===== config.mk =====
export PLATFORM = sky130hd
export DESIGN_NAME = lbk_ctrl
export DESIGN_NICKNAME = d
export VERILOG_FILES = /design/src/hw/lbk_pkg.sv /design/src/hw/lbk_ctrl.sv
export VERILOG_INCLUDE_DIRS = /design/src /design/src/hw
export SDC_FILE = /design/constraint.sdc
export NUM_CORES = 1
export LEC_CHECK = 0
export ABC_AREA = 1
export BUFFER_PORTS_ARGS = -buffer_cell sky130_fd_sc_hd__buf_4
export CAP_MARGIN = 10
export CELL_PAD_IN_SITES_DETAIL_PLACEMENT = 0
export CELL_PAD_IN_SITES_GLOBAL_PLACEMENT = 1
export CORE_UTILIZATION = 36
export CTS_BUF_LIST = sky130_fd_sc_hd__clkbuf_8
export DETAILED_ROUTE_END_ITERATION = 7
export GPL_TIMING_DRIVEN = 0
export PLACE_DENSITY = 0.9
export SLEW_MARGIN = 20
export SYNTH_ARGS = -nofsm -noshare
export SYNTH_HDL_FRONTEND = slang
export SYNTH_SLANG_ARGS = --single-unit

===== constraint.sdc =====
create_clock -name core_clk_i -period 2.43 [get_ports core_clk_i]
set_input_delay 0.243 -clock core_clk_i [delete_from_list [all_inputs] [get_ports core_clk_i]]
set_output_delay 0.243 -clock core_clk_i [all_outputs]
set_load 0.05 [all_outputs]

===== src/hw/lbk_consts.svh =====
// Constants for the loopback, reference and lock control block.
// Assumes a 50 MHz core clock; included by bare name.
`ifndef LBK_CONSTS_SVH
`define LBK_CONSTS_SVH
`define CLK_PERIOD_NS 20
`define RESET_MIN_NS 1000
`define RESET_MIN_CYC ((`RESET_MIN_NS + `CLK_PERIOD_NS - 1) / `CLK_PERIOD_NS)
`define REF_TMO_CYC 32
`define CAL_EDGES 64
`define RX_ACQ_EDGES 32
`define RX_TMO_CYC 32
// Pin index within the control pin vector
`define PIN_NEAR 0
`define PIN_FAR 1
`define PIN_REF_SOURCE_SELECT 2
`define PIN_RATE 3
`define PIN_WIDTH 4
`define PIN_SQL 5
`define PIN_N 6
// Pull levels: loopbacks and squelch up, selects down, 16-bit mode up
`define PIN_DEFAULTS 6'h33
`define RATIO_REF16 6'h10
`define RATIO_REF32 6'h20
`define RATIO_W4 6'h04
`define RATIO_W16 6'h10
`define ADDR_CTRL 4'h0
`define ADDR_STATUS 4'h4
`define ADDR_RATIO 4'h8
`define CTRL_RESET 6'h3f
`define RESP_OKAY 2'h0
`define RESP_SLVERR 2'h2
`endif


===== src/hw/lbk_pkg.sv =====
// Types for the loopback, reference and lock control block.
// Assumes nothing beyond a SystemVerilog compiler.
package lbk_pkg;
  typedef struct packed {
    logic clk;
    logic dat;
  } serial_pair_t;
  typedef enum logic [1:0] {ST_NOREF, ST_CAL, ST_LOCK} lock_state_t;
endpackage


===== src/hw/lbk_ctrl.sv =====
// Loopback routing, reference selection, lock indication and reset
// recentering for a serial transceiver, with an AXI4-Lite register slave.
// Assumes serializer and recovery streams come from core_clk logic; pins
// and reference clocks are asynchronous and are synchronised here.
//
// Contract
// RQ1: Near loopback low routes serializer into deserializer
// RQ2: Party never drives both loopbacks low
// RQ3: Far loopback low forwards recovered stream out
// RQ4: Select high uses dedicated reference, else parallel
// RQ5: Rate select picks sixteenth or thirty-second ratio
// RQ6: Parallel clock is quarter or sixteenth rate
// RQ7: Parallel reference ignores the rate select
// RQ8: Multiplier raises selected reference to bit rate
// RQ9: Transmit lock output high once multiplier locked
// RQ10: Recovery loop precentered from selected reference
// RQ11: Receive lock output high once recovery locked
// RQ12: Reset held low at least one microsecond; here sys_rst_i is active high and the bench first holds it 12 cycles
// RQ13: Reset recenters FIFO pointers, clears control state
// RQ14: Reset release starts multiplier calibration
// RQ15: Unconnected control inputs take defined defaults
// RQ16: Transmit lock low during calibration or no reference
// RQ17: Recenter FIFO on each transmit lock rise
// RQ18: Far loopback ignores transmit squelch
// RQ19: Near loopback drives receive data and clocks
// RQ20: Synchronise static control inputs before use
`include "lbk_consts.svh"
`timescale 1ns/10ps
`default_nettype none
module lbk_ctrl #(
  parameter int CAL_EDGES = `CAL_EDGES,
  parameter int RX_ACQ    = `RX_ACQ_EDGES
) (
  input  wire logic                 core_clk_i,
  input  wire logic                 sys_rst_i,
  input  wire logic                 near_loopback_n_i,
  input  wire logic                 far_loopback_n_i,
  input  wire logic                 ref_source_select_i,
  input  wire logic                 ref_rate_select_i,
  input  wire logic                 word_width_select_i,
  input  wire logic                 tx_squelch_n_i,
  input  wire logic                 dedicated_ref_clock_i,
  input  wire logic                 parallel_tx_clock_in_i,
  input  wire lbk_pkg::serial_pair_t serializer_i,
  input  wire lbk_pkg::serial_pair_t serial_rx_input_i,
  output var  lbk_pkg::serial_pair_t deserializer_o,
  output var  lbk_pkg::serial_pair_t serial_tx_output_o,
  output logic                      rx_clock_out_a_o,
  output logic                      rx_clock_out_b_o,
  output logic [5:0]                mult_ratio_o,
  output logic                      rx_precenter_o,
  output logic                      tx_lock_lost_n_o,
  output logic                      rx_lock_lost_n_o,
  output logic                      fifo_recenter_o,
  input  wire logic [3:0]           awaddr_i,
  input  wire logic                 awvalid_i,
  output logic                      awready_o,
  input  wire logic [31:0]          wdata_i,
  input  wire logic [3:0]           wstrb_i,
  input  wire logic                 wvalid_i,
  output logic                      wready_o,
  output logic [1:0]                bresp_o,
  output logic                      bvalid_o,
  input  wire logic                 bready_i,
  input  wire logic [3:0]           araddr_i,
  input  wire logic                 arvalid_i,
  output logic                      arready_o,
  output logic [31:0]               rdata_o,
  output logic [1:0]                rresp_o,
  output logic                      rvalid_o,
  input  wire logic                 rready_i
);
  import lbk_pkg::*;

  localparam int NS = `PIN_N + 4;
  logic [NS-1:0]     s1_r;
  logic [NS-1:0]     s2_r;
  logic [NS-1:0]     s3_r;
  logic [`PIN_N-1:0] conn_r;
  logic [`PIN_N-1:0] pin;
  logic              ref_edge;
  logic              rec_edge;
  logic              ref_source_select_prev_r;
  logic [5:0]        ref_tmo_r;
  logic              ref_ok;
  logic [6:0]        cal_cnt_r;
  lock_state_t       st_r;
  logic [5:0]        rx_cnt_r;
  logic [5:0]        rx_tmo_r;
  logic              illegal;
  serial_pair_t      rec;

  // RQ20 two-flop sync
  always_ff @(posedge core_clk_i or posedge sys_rst_i) begin
    if (sys_rst_i) begin
      // Pins idle at their pull levels
      s1_r <= {4'h0, `PIN_DEFAULTS};
      s2_r <= {4'h0, `PIN_DEFAULTS};
      s3_r <= {4'h0, `PIN_DEFAULTS};
    end else begin
      s1_r <= {serial_rx_input_i.dat, serial_rx_input_i.clk, parallel_tx_clock_in_i,
               dedicated_ref_clock_i, tx_squelch_n_i, word_width_select_i,
               ref_rate_select_i, ref_source_select_i, far_loopback_n_i,
               near_loopback_n_i};
      s2_r <= s1_r;
      s3_r <= s2_r;
    end
  end

  // RQ15 pull defaults
  assign pin = (s2_r[`PIN_N-1:0] & conn_r) | (`PIN_DEFAULTS & ~conn_r);
  assign rec.clk = s2_r[`PIN_N+2];
  assign rec.dat = s2_r[`PIN_N+3];
  assign illegal = ~pin[`PIN_NEAR] & ~pin[`PIN_FAR];

  // RQ4 reference choice
  assign ref_edge = pin[`PIN_REF_SOURCE_SELECT] ? (s2_r[`PIN_N] & ~s3_r[`PIN_N])
                                     : (s2_r[`PIN_N+1] & ~s3_r[`PIN_N+1]);
  assign rec_edge = s2_r[`PIN_N+2] & ~s3_r[`PIN_N+2];
  assign ref_ok   = ref_tmo_r < 6'(`REF_TMO_CYC);

  always_ff @(posedge core_clk_i or posedge sys_rst_i) begin
    if (sys_rst_i) begin
      ref_tmo_r <= 6'(`REF_TMO_CYC);
    end else if (ref_edge) begin
      ref_tmo_r <= '0;
    end else if (ref_ok) begin
      ref_tmo_r <= ref_tmo_r + 6'h01;
    end
  end

  // RQ13 RQ14 RQ16 calibration and lock
  always_ff @(posedge core_clk_i or posedge sys_rst_i) begin
    if (sys_rst_i) begin
      st_r          <= ST_CAL;
      cal_cnt_r     <= '0;
      ref_source_select_prev_r <= 1'b0;
    end else begin
      ref_source_select_prev_r <= pin[`PIN_REF_SOURCE_SELECT];
      if (!ref_ok) begin
        st_r      <= ST_NOREF;
        cal_cnt_r <= '0;
      end else if (ref_source_select_prev_r != pin[`PIN_REF_SOURCE_SELECT] || st_r == ST_NOREF) begin
        st_r      <= ST_CAL;
        cal_cnt_r <= '0;
      end else if (st_r == ST_CAL && ref_edge) begin
        if (cal_cnt_r == 7'(CAL_EDGES - 1)) begin
          st_r <= ST_LOCK;
        end
        cal_cnt_r <= cal_cnt_r + 7'h01;
      end
    end
  end

  // RQ11 receive lock after enough recovered edges
  always_ff @(posedge core_clk_i or posedge sys_rst_i) begin
    if (sys_rst_i) begin
      rx_cnt_r <= '0;
      rx_tmo_r <= '0;
    end else begin
      rx_tmo_r <= rec_edge ? 6'h00 : (rx_tmo_r == 6'(`RX_TMO_CYC) ? rx_tmo_r
                                                              : rx_tmo_r + 6'h01);
      // RQ10 acquire only when precentered
      if (!ref_ok || rx_tmo_r == 6'(`RX_TMO_CYC)) begin
        rx_cnt_r <= '0;
      end else if (rec_edge && rx_cnt_r != 6'(RX_ACQ)) begin
        rx_cnt_r <= rx_cnt_r + 6'h01;
      end
    end
  end

  // RQ9 RQ11 RQ17 lock outputs and recenter
  always_ff @(posedge core_clk_i or posedge sys_rst_i) begin
    if (sys_rst_i) begin
      tx_lock_lost_n_o <= 1'b0;
      rx_lock_lost_n_o <= 1'b0;
      fifo_recenter_o  <= 1'b1;
      rx_precenter_o   <= 1'b0;
    end else begin
      tx_lock_lost_n_o <= st_r == ST_LOCK;
      rx_lock_lost_n_o <= rx_cnt_r == 6'(RX_ACQ);
      fifo_recenter_o  <= st_r == ST_LOCK && !tx_lock_lost_n_o;
      rx_precenter_o   <= ref_ok;
    end
  end

  // RQ5 RQ6 RQ7 RQ8 multiplier ratio
  always_ff @(posedge core_clk_i or posedge sys_rst_i) begin
    if (sys_rst_i) begin
      mult_ratio_o <= `RATIO_W16;
    end else if (pin[`PIN_REF_SOURCE_SELECT]) begin
      mult_ratio_o <= pin[`PIN_RATE] ? `RATIO_REF32 : `RATIO_REF16;
    end else begin
      mult_ratio_o <= pin[`PIN_WIDTH] ? `RATIO_W16 : `RATIO_W4;
    end
  end

  // RQ1 RQ3 RQ18 RQ19 loopback routing
  always_ff @(posedge core_clk_i or posedge sys_rst_i) begin
    if (sys_rst_i) begin
      deserializer_o     <= '0;
      serial_tx_output_o <= '0;
      rx_clock_out_a_o   <= 1'b0;
      rx_clock_out_b_o   <= 1'b0;
    end else begin
      deserializer_o   <= pin[`PIN_NEAR] ? rec : serializer_i;
      rx_clock_out_a_o <= pin[`PIN_NEAR] ? rec.clk : serializer_i.clk;
      rx_clock_out_b_o <= pin[`PIN_NEAR] ? rec.clk : serializer_i.clk;
      if (!pin[`PIN_FAR]) begin
        serial_tx_output_o <= rec;
      end else begin
        serial_tx_output_o.clk <= serializer_i.clk;
        serial_tx_output_o.dat <= serializer_i.dat & pin[`PIN_SQL];
      end
    end
  end

  // Register slave
  logic       aw_hold_r;
  logic       w_hold_r;
  logic [3:0] aw_addr_r;
  logic       wr_go;
  assign awready_o = ~aw_hold_r & ~bvalid_o;
  assign wready_o  = ~w_hold_r & ~bvalid_o;
  assign wr_go     = aw_hold_r & w_hold_r & ~bvalid_o;
  assign arready_o = ~rvalid_o;

  always_ff @(posedge core_clk_i or posedge sys_rst_i) begin
    if (sys_rst_i) begin
      aw_hold_r <= 1'b0;
      w_hold_r  <= 1'b0;
      aw_addr_r <= '0;
      bvalid_o  <= 1'b0;
      bresp_o   <= `RESP_OKAY;
      conn_r    <= `CTRL_RESET;
    end else begin
      if (awvalid_i && awready_o) begin
        aw_hold_r <= 1'b1;
        aw_addr_r <= awaddr_i;
      end
      if (wvalid_i && wready_o) begin
        w_hold_r <= 1'b1;
        if (wstrb_i[0]) conn_r <= wdata_i[`PIN_N-1:0];
      end
      if (wr_go) begin
        aw_hold_r <= 1'b0;
        w_hold_r  <= 1'b0;
        bvalid_o  <= 1'b1;
        bresp_o   <= aw_addr_r == `ADDR_CTRL ? `RESP_OKAY : `RESP_SLVERR;
      end else if (bvalid_o && bready_i) begin
        bvalid_o <= 1'b0;
      end
    end
  end

  always_ff @(posedge core_clk_i or posedge sys_rst_i) begin
    if (sys_rst_i) begin
      rvalid_o <= 1'b0;
      rdata_o  <= '0;
      rresp_o  <= `RESP_OKAY;
    end else if (arvalid_i && arready_o) begin
      rvalid_o <= 1'b1;
      rresp_o  <= `RESP_OKAY;
      unique case (araddr_i)
        `ADDR_CTRL:   rdata_o <= {26'h0, conn_r};
        `ADDR_STATUS: rdata_o <= {20'h0, pin, st_r, illegal, ref_ok,
                                  rx_lock_lost_n_o, tx_lock_lost_n_o};
        `ADDR_RATIO:  rdata_o <= {26'h0, mult_ratio_o};
        default: begin
          rdata_o <= '0;
          rresp_o <= `RESP_SLVERR;
        end
      endcase
    end else if (rvalid_o && rready_i) begin
      rvalid_o <= 1'b0;
    end
  end
endmodule // lbk_ctrl
`default_nettype wire


==> impl_metrics.env, run 1 <==
export IMPL_hold_viol_final=0
export IMPL_num_vias=2904
export IMPL_cts_sinks=90
export IMPL_post_route_util_pct=48.1
export IMPL_async_flop_share_pct=100
export IMPL_fmax_mhz=707
export IMPL_seq_area_frac_synth_pct=57.3
export IMPL_design_area_sq_mm=0.00505
export IMPL_ant_nets=0
export IMPL_htreeDepth=3
export IMPL_worst_setup_path_type="flip-flop to flip-flop"
export IMPL_dp_cells=637
export IMPL_stdcell_count=663
export IMPL_ys_seq_elements=90
export IMPL_die_area_sq_mm=0.0115
export IMPL_leakage_nw=2.59
export IMPL_drt_pre_antenna_iters=4
export IMPL_fp_dieH_um=107
export IMPL_ys_flop_type="dfrtp_1"
export IMPL_place_gp_congestion=0.775
export IMPL_initial_core_util_pct=37.8
export IMPL_drive_gt1_share_pct=30.7
export IMPL_ctsResizeCount=0
export IMPL_skew_ns=0.0169
export IMPL_synth_edf_count=0
export IMPL_yosys_area_top_type_share_pct=45.4
export IMPL_required_ns=2.67
export IMPL_grt_usage_pct=14.4
export IMPL_cts_buffer_depth=2
export IMPL_clk_pin_slew_ns=0.08
export IMPL_io_buffers=65
export IMPL_fin_tns_setup_ns=0
export IMPL_num_io_pins=120
export IMPL_antenna_cells=0
export IMPL_yosysTopAreaCell="dfrtp_1"
export IMPL_synth_most_common_cell="nand2_1"
export IMPL_cts_buffers=9
export IMPL_rows=37
export IMPL_power_density_mw_per_mm2=903
export IMPL_antenna_found_initial=0
export IMPL_yosys_top_cells_area="dfrtp_1 45%, dfstp_2 12%, nand2_1 7.9%"
export IMPL_netlist_area_sq_mm=0.00397
export IMPL_cp_arrival_ns=1.66
export IMPL_drt_wirelength_per_cell_um=11.3
export IMPL_holdPathEnd="bvalid_o"
export IMPL_min_from="bready_i"
export IMPL_netlist_instances=410
export IMPL_placed_cell_area_sq_mm=0.00476
export IMPL_start_kind="flip-flop"
export IMPL_synth_cell_types=32
export IMPL_synth_warnings=0
export IMPL_root_buffer="clkbuf_8"
export IMPL_end_kind="flip-flop"
export IMPL_status="finished clean"
export IMPL_cts_hold_buffers=11
export IMPL_slew_violations=0
export IMPL_setup_viol=0
export IMPL_reg2reg_depth=3
export IMPL_grt_max_degree=37
export IMPL_insertion_delay_ns=0.36
export IMPL_vdd_drop_max_mv=0.436
export IMPL_dp_hpwl_um=5610
export IMPL_min_period_ns=1.41
export IMPL_synthTopCellsByCount="84 x nand2_1, 72 x dfrtp_1, 43 x inv_1, 37 x nor2_1, 28 x buf_4"
export IMPL_r2r_end="deserializer_o[0]"
export IMPL_drc=0
export IMPL_slowest_delay_ns=0.52
export IMPL_post_cts_setup_buffers=0
export IMPL_crit_slowest_cell="dfstp_2"
export IMPL_worst_hold_path_num_cells=2
export IMPL_rsz0062_at_grt="no"
export IMPL_path_cells="inv_1 -> nor2_1 -> mux2_2"
export IMPL_crit_fanout=5
export IMPL_cap_viol_max_count=0
export IMPL_r2r_start="conn_r[0]"
export IMPL_layout_nets=592
export IMPL_grt_pass1_wl_um=12800
export IMPL_overflow=0
export IMPL_wl_um=7480
export IMPL_power_mw=4.56
export IMPL_vias_per_cell=4.38
export IMPL_avgSynthCellArea_sq_um=9.69
export IMPL_core_area_sq_mm=0.0105
export IMPL_layout_worst_path_cycle_share_pct=58.2
export IMPL_cts_tree="built"
export IMPL_grt_pass1_vias=2804
export IMPL_area_growth_pct=27.2
export IMPL_min_path_type="input pin to flip-flop"
export IMPL_drtIter0Drc=94
export IMPL_die_x_um=107
export IMPL_reg2reg_slack_ns=1.02
-- report_power, final --
| part | switching (mW) | internal, mW |
|---|---|---|
| clock | 0.488 | 0.457 |
| combinational | 1.02 | 0.533 |
| sequential | 0.219 | 1.84 |
-- logic make-up after synthesis --
family | after synthesis | synth area share, %
and+or+nand+nor | 177 | 21.2
DFF | 90 | 57.3
buffers and inverters | 79 | 10.1
AOI/OAI and AO/OA | 44 | 6.08
muxes | 7 | 1.98
adders and majority gates | 6 | 1.89
xor gates and xnor gates | 6 | 1.32
other | 1 | 0.0944
-- how the worst max path moves through the flow --
stage | startpoint | endpoint | slack [ns] | cells past startpoint
floorplan | bvalid_o | aw_addr_r[0] | 0.33 | 3
global placement | sys_rst_i | cal_cnt_r[0] | 0.58 | 2
detailed placement | conn_r[0] | deserializer_o[0] | 1.01 | 3
CTS | bvalid_o | wready_o | 1.01 | 2
global route | rx_tmo_r[0] | rx_cnt_r[0] | 0.88 | 7
finish | conn_r[0] | deserializer_o[0] | 1.02 | 3
-- metrics by stage --
step	hold slack, ns	worst slack [ns]
floorplan	0.247	0.332
global placement	0.334	0.577
detailed placement	0.306	1.01
CTS	0.0424	1.01
global route	0.0471	0.881
finish	0.0578	1.02
-- critical path, delay by kind of cell, from the launching register on --
family / cells / cell delay [ns]
buffers and inverters: 1 / 0.06
muxes: 1 / 0.39
DFF: 1 / 0.52
and+or+nand+nor: 1 / 0.34
-- cell type report --
cell class / count / area [sq um]
Buffer: 29 / 215
Clock buffer: 9 / 124
Clock inverter: 6 / 53.8
Fill cell: 986 / 5460
Inverter: 50 / 191
Multi-Input combinational cell: 265 / 1380
Sequential cell: 90 / 2270
Tap cell: 136 / 170
Timing Repair Buffer: 78 / 638
-- state kept, by name, summed over array words and instances (netlist names), 3 cells and up --
| name | count |
|---|---|
| cal_cnt_r | 7 |
| ref_tmo_r | 6 |
| s2_r | 10 |
| s1_r | 10 |
| conn_r | 6 |
| rx_cnt_r | 6 |
| mult_ratio_o | 3 |
| aw_addr_r | 4 |
| rx_tmo_r | 6 |
| s3_r | 3 |
| rdata_o | 12 |
-- cells in the final DEF (no fill, tap or decap), types with 3 or more instances in the layout --
cell type / synthesis / final
a21oi_1: 13 / 13
buf_4: 28 / 93
clkbuf_8: 0 / 9
conb_1: 1 / 25
dfrtp_1: 72 / 72
dfstp_2: 18 / 18
dlygate4sd3_1: 0 / 11
ha_1: 6 / 6
inv_1: 43 / 45
inv_2: 6 / 6
mux2_2: 7 / 7
nand2_1: 84 / 84
nand2_2: 4 / 4
nand2_4: 4 / 4
nand3_1: 24 / 24
nand4_1: 3 / 3
nor2_1: 37 / 37
nor2_2: 5 / 5
nor2_4: 3 / 3
nor3_1: 5 / 5
o21ai_0: 14 / 14
o21ai_1: 8 / 8
o21bai_1: 3 / 3
o31ai_1: 5 / 5
xor2_1: 5 / 5
-- metal layers --
layer	vias up	GRT usage, %	routed length [um]
met2	64	23.8	3620
met5	-	0	0
li1	1475	-	-
met1	1358	18.2	3460
met4	0	5.68	99
met3	7	3.34	303
(Power assumes the default switching activity.)
==> run 2, diff against run 1 <==
Clock period 2.43 ns to 1.29 ns, I/O delays scaled along.
==> run 2 against run 1 <==
  * Clock-buffer cell count unchanged
  * Critical path depth up 5
  * Cell count up 3.0%
  * Non-clock buffer count up 19
  * First-iteration DRC count up 28%
  * Critical path type unchanged
  * Routed wire length up 4.6%
  * The flow now finishes with violations (negative hold slack, negative setup slack)
  * Hold slack worse by 0.20 ns
  * Global-route usage up 0.27 points
  * Combinational power up 120%
  * Fmax up 8.5%
==> impl_metrics.env, run 2 (synthesis results as in run 1) <==
export IMPL_r2r_start="conn_r[2]"
export IMPL_worst_slack_ns=-0.0142
export IMPL_cap_viol_max_count=0
export IMPL_root_buffer="clkbuf_8"
export IMPL_grt_pass1_vias=2836
export IMPL_leakage_nw=2.70
export IMPL_r2r_end="cal_cnt_r[4]"
export IMPL_path_delay_family="simple AND/OR/NAND/NOR gates"
export IMPL_place_gp_congestion=0.758
export IMPL_dp_hpwl_um=5730
export IMPL_grt_pass1_wl_um=13000
export IMPL_layout_nets=611
export IMPL_stdcell_count=683
export IMPL_min_period_ns=1.30
export IMPL_layout_worst_path_cycle_share_pct=101
export IMPL_drt_pre_antenna_iters=4
export IMPL_status="complete, but fails checks"
export IMPL_slew_violations=0
export IMPL_overflow=0
export IMPL_largestRegisters="rdata_o (12), s1_r (10), s2_r (10)"
export IMPL_cts_tree="built"
export IMPL_cp_arrival_ns=1.61
export IMPL_wl_um=7830
export IMPL_grt_max_degree=33
export IMPL_setup_viol=2
export IMPL_die_x_um=107
export IMPL_fp_dieH_um=107
export IMPL_drt_wirelength_per_cell_um=11.5
export IMPL_area_growth_pct=37.0
export IMPL_antenna_found_initial=0
export IMPL_reg2reg_depth=8
export IMPL_drc=0
export IMPL_antenna_cells=0
export IMPL_reg2reg_slack_ns=-0.01
export IMPL_worst_pin_slew_ns=0.647
export IMPL_n_fill_cell=926
export IMPL_cts_buffers=9
export IMPL_clk_pin_slew_ns=0.09
export IMPL_required_ns=1.59
export IMPL_worst_setup_path_type="flip-flop to flip-flop"
export IMPL_largest_reg_flops=12
export IMPL_die_area_sq_mm=0.0115
export IMPL_top_register="rdata_o"
export IMPL_violations="negative hold slack, negative setup slack"
export IMPL_final_common_cell="buf_4"
export IMPL_core_area_sq_mm=0.0105
export IMPL_power_density_mw_per_mm2=1700
export IMPL_rows=37
export IMPL_drive_gt1_share_pct=38.0
export IMPL_crit_fanout=4
export IMPL_grt_usage_pct=14.6
export IMPL_hold_viol_final=26
export IMPL_vias_per_cell=4.39
export IMPL_crit_buf_inv=1
export IMPL_most_common_layout_cells="101 x buf_4, 77 x nand2_1, 70 x dfrtp_1"
export IMPL_slowest_delay_ns=0.57
export IMPL_power_mw=9.25
export IMPL_end_kind="flip-flop"
export IMPL_num_io_pins=120
export IMPL_crit_slowest_cell="dfstp_2"
export IMPL_fmax_mhz=767
export IMPL_path_cells="nand2_4 -> nand2_4 -> nand3_4 -> nor2_4 -> nand2_2 -> inv_2 -> nand2_1 -> nand2_1"
export IMPL_dp_cells=637
export IMPL_cts_buffer_depth=2
export IMPL_start_kind="flip-flop"
export IMPL_num_vias=3000
export IMPL_slew_headroom_pct=56.8
export IMPL_finalHoldWorstSlack_ns=-0.146
export IMPL_drtIter0Drc=120
export IMPL_vdd_drop_max_mv=0.741
export IMPL_insertion_delay_ns=0.35
export IMPL_cts_sinks=90
export IMPL_skew_ns=0.00715
export IMPL_htreeDepth=3
export IMPL_min_path_type="input pin to asynchronous set/reset pin"
export IMPL_initial_core_util_pct=37.8
export IMPL_io_buffers=65
export IMPL_ant_nets=0
export IMPL_rsz0062_at_grt="yes"
==> run 2: changes by cell type in the layout (fill, tap and decap cells not counted), sizes merged <==
cell / delta
dlygate4sd3: +8
inv: -1
buf: +11
clkinvlp: +2
==> run 2: how the worst max path moves through the flow <==
stage	slack, ns	startpoint	depth (start not counted)	endpoint
final	-0.01	conn_r[2]	8	cal_cnt_r[4]
after floorplan	-0.17	rvalid_o	5	rdata_o[6]
after global placement	-0.58	sys_rst_i	2	rvalid_o
after global routing	-0.08	conn_r[2]	8	cal_cnt_r[4]
after CTS	0.003	conn_r[2]	7	cal_cnt_r[6]
after detailed placement	-0.17	conn_r[0]	3	deserializer_o[0]
==> run 2: through the flow <==
stage | util [%] | setup slack (ns) | cell area [sq um] | TNS [ns]
after global placement | 45.4 | -0.580 | 4770 | -34.98
after detailed placement | 45.8 | -0.165 | 4810 | -0.690
after global routing | 51.8 | -0.0770 | 5440 | -0.678
final | 51.8 | -0.0142 | 5440 | -0.0165
after CTS | 50.5 | 0.00305 | 5300 | 0
after floorplan | - | -0.166 | 4110 | -2.80
==> run 2: timing repair <==
item | in CTS | in global routing
pin swaps | 4 | 7
buffers inserted | 8 | 3
hold endpoints to repair | 44 | 27
hold buffers | 18 | 1
gates resized for setup | 16 | 28
endpoints found under the setup margin | 17 | 22
==> run 2: layer usage <==
layer / part of all wire [%] / GRT usage (%)
met1: 45 / 19.3
met2: 49 / 23.4
met3: 5.5 / 4.92
met4: 0.72 / 3.23
met5: 0 / 0
==> run 2: final cells by class <==
type                       instances  area, sq um  share of cell area, %
clock inverter                     7         76.3                   1.40
timing repair buffer              97          812                   14.9
sequential                        90         2280                   41.9
multi-input combinational        265         1550                   28.5
inverter                          50          203                   3.73
buffer                            29          225                   4.14
tap                              136          170                   3.13
clock buffer                       9          124                   2.28
==> run 2: power by group <==
part | total (mW) | leakage [nW] | internal [mW] | switching (mW)
clock network | 1.92 | 0.0966 | 0.912 | 1.01
registers | 3.89 | 1.10 | 3.47 | 0.425
logic | 3.44 | 1.51 | 1.32 | 2.12
total | 9.25 | 2.70 | 5.70 | 3.56
==> run 2: worst reg2reg max path: stages, from the launching register on <==
cell and delay [ns]:
dfstp_2 0.57, nand2_4 0.09, nand2_4 0.08, nand3_4 0.09
nor2_4 0.16, nand2_2 0.09, inv_2 0.07, nand2_1 0.05
nand2_1 0.06
==> run 3, diff against run 2 <==
Settings changed: REMOVE_ABC_BUFFERS set to 1.
==> run 3 against run 2 <==
  * The flow finishes with violations (negative setup slack)
  * Largest cell class unchanged
  * Via count is 0.93% lower
  * Hold slack better by 0.17 ns
  * Register-to-register slack hardly changed
  * Clock power hardly changed
  * Routed wire length is 2.1% higher
  * Flip-flop and latch count stayed put
  * First-iteration DRC count is 39% higher
  * Sequential share of layout area is 1.6 points higher
==> impl_metrics.env, run 3 (synthesis results as in run 1) <==
export IMPL_path_cells="nand2_4 -> nand2_4 -> nand3_4 -> nor2_4 -> nand2_2 -> nand3_1 -> nand2_1"
export IMPL_path_delay_family="simple AND/OR/NAND/NOR gates"
export IMPL_slew_violations=0
export IMPL_placed_cell_area_sq_mm=0.00453
export IMPL_num_io_pins=120
export IMPL_skew_ns=0.0122
export IMPL_pwr_share_comb_pct=36.8
export IMPL_core_area_sq_mm=0.0105
export IMPL_cts_buffers=9
export IMPL_worst_pin_slew_ns=0.525
export IMPL_power_density_mw_per_mm2=1770
export IMPL_root_buffer="clkbuf_8"
export IMPL_rsz0062_at_grt="yes"
export IMPL_slew_headroom_pct=65.0
export IMPL_die_x_um=107
export IMPL_overflow=0
export IMPL_dp_slack_ns=-0.0952
export IMPL_grt_usage_pct=15.0
export IMPL_dr_wl_met2_um=4010
export IMPL_die_area_sq_mm=0.0115
export IMPL_worst_setup_path_type="flip-flop to flip-flop"
export IMPL_p_switching_mw=3.60
export IMPL_drt_pre_antenna_iters=4
export IMPL_vias_per_cell=4.50
export IMPL_crit_slowest_cell="dfstp_2"
export IMPL_leakage_nw=2.57
export IMPL_vdd_drop_max_mv=0.755
export IMPL_power_mw=9.24
export IMPL_rows=37
export IMPL_largest_reg_flops=12
export IMPL_drtIter0Drc=167
export IMPL_hold_viol_final=0
export IMPL_cpMostUsedCell="nand2_4"
export IMPL_cts_sinks=90
export IMPL_grt_pass1_vias=2965
export IMPL_crit_fanout=4
export IMPL_area_growth_pct=31.8
export IMPL_drive_gt1_share_pct=34.7
export IMPL_io_buffers=65
export IMPL_n_fill_cell=936
export IMPL_start_kind="flip-flop"
export IMPL_slowest_delay_ns=0.58
export IMPL_p_seq_share_pct=42.3
export IMPL_antenna_found_initial=0
export IMPL_clk_pin_slew_ns=0.10
export IMPL_fin_tns_setup_ns=-0.00371
export IMPL_layout_nets=588
export IMPL_top_register="rdata_o"
export IMPL_ant_nets=0
export IMPL_grt_max_degree=50
export IMPL_fp_dieH_um=107
export IMPL_cts_tree="built"
export IMPL_layout_worst_path_cycle_share_pct=100
export IMPL_cap_viol_max_count=0
export IMPL_fmax_mhz=773
export IMPL_violations="negative setup slack"
export IMPL_post_route_util_pct=49.8
export IMPL_final_common_cell="nand2_1"
export IMPL_design_area_sq_mm=0.00523
export IMPL_place_gp_congestion=0.744
export IMPL_setup_viol=1
export IMPL_most_common_layout_cells="79 x nand2_1, 78 x buf_4, 71 x dfrtp_1"
export IMPL_antenna_cells=0
export IMPL_dp_hpwl_um=5350
export IMPL_status="complete, but fails checks"
export IMPL_largestRegisters="rdata_o (12), s1_r (10), s2_r (10)"
export IMPL_drt_wirelength_per_cell_um=12.1
export IMPL_min_period_ns=1.29
export IMPL_drt_met1_wl_um=3570
export IMPL_num_vias=2972
export IMPL_wl_um=7990
export IMPL_worst_slack_ns=-0.00371
export IMPL_cp_arrival_ns=1.55
export IMPL_crit_buf_inv=0
export IMPL_met3WireLength_um=348
export IMPL_initial_core_util_pct=37.8
export IMPL_htreeDepth=3
export IMPL_power_share_clock_pct=20.9
export IMPL_p_sw_share_pct=39.0
export IMPL_cts_buffer_depth=2
export IMPL_internal_power_mw=5.64
export IMPL_grt_pass1_wl_um=13600
export IMPL_drc=0
export IMPL_insertion_delay_ns=0.36
export IMPL_required_ns=1.54
export IMPL_min_path_type="input pin to flip-flop"
export IMPL_top_layer="met4"
export IMPL_end_kind="flip-flop"
run 3: area by class of cell:
class	instances	area [sq um]	area share (%)
clock buffers	9	124	2.37
inverters	50	191	3.66
well taps	136	170	3.25
repair buffers	103	857	16.4
flip-flops and latches	90	2280	43.5
multi-input cells	265	1540	29.4
clock inverters	7	77.6	1.48
run 3: worst reg2reg max path, cell delays in order, from the launching register on:
cell	delay, ns
dfstp_2	0.58
nand2_4	0.09
nand2_4	0.08
nand3_4	0.08
nor2_4	0.13
nand2_2	0.10
nand3_1	0.08
nand2_1	0.05
run 3: through the flow:
| step | hold slack [ns] | cells |
|---|---|---|
| 2_1_floorplan | 0.133 | 405 |
| 3_3_place_gp | 0.238 | 606 |
| 3_5_place_dp | 0.219 | 607 |
| 4_1_cts | 0.00111 | 654 |
| 5_1_grt | 0.00934 | 660 |
| 6_report | 0.0189 | 660 |
run 3: path summary, 6_finish.rpt:
kind / startpoint / to / slack [ns] / cells after the start
min: wdata_i[0] / conn_r[0] / 0.02 / 3
max: conn_r[2] / cal_cnt_r[4] / -0.004 / 7
max reg2reg: conn_r[2] / cal_cnt_r[4] / -0.004 / 7
min in group asynchronous: sys_rst_i / s1_r[8] / 0.37 / 3
min reg2reg: s1_r[7] / s2_r[7] / 0.35 / 0
max in group asynchronous: sys_rst_i / ref_tmo_r[5] / 0.25 / 4
run 3: layer usage:
layer / track usage, % / vias up
met5: 0 / -
met3: 4.07 / 6
li1: - / 1469
met1: 18.7 / 1422
met2: 25.6 / 75
met4: 4.31 / 0
run 3: power groups by stage:
stage	logic, mW	registers [mW]	clock network (mW)
3_3_place_gp	2.72	3.90	0
5_1_grt	3.70	3.98	2.11
2_1_floorplan	1.64	4.33	0
4_1_cts	3.19	3.87	2.01
3_5_place_dp	2.82	3.93	0
6_report	3.40	3.91	1.93
run 3: what timing repair did:
item / 4_1_cts / 5_1_grt
gates resized for setup: 22 / 27
endpoints found under the hold margin: 50 / 1
setup endpoints to repair: 29 / 31
hold buffers: 20 / 1
setup buffers: 11 / 5
pin swaps: 7 / 9
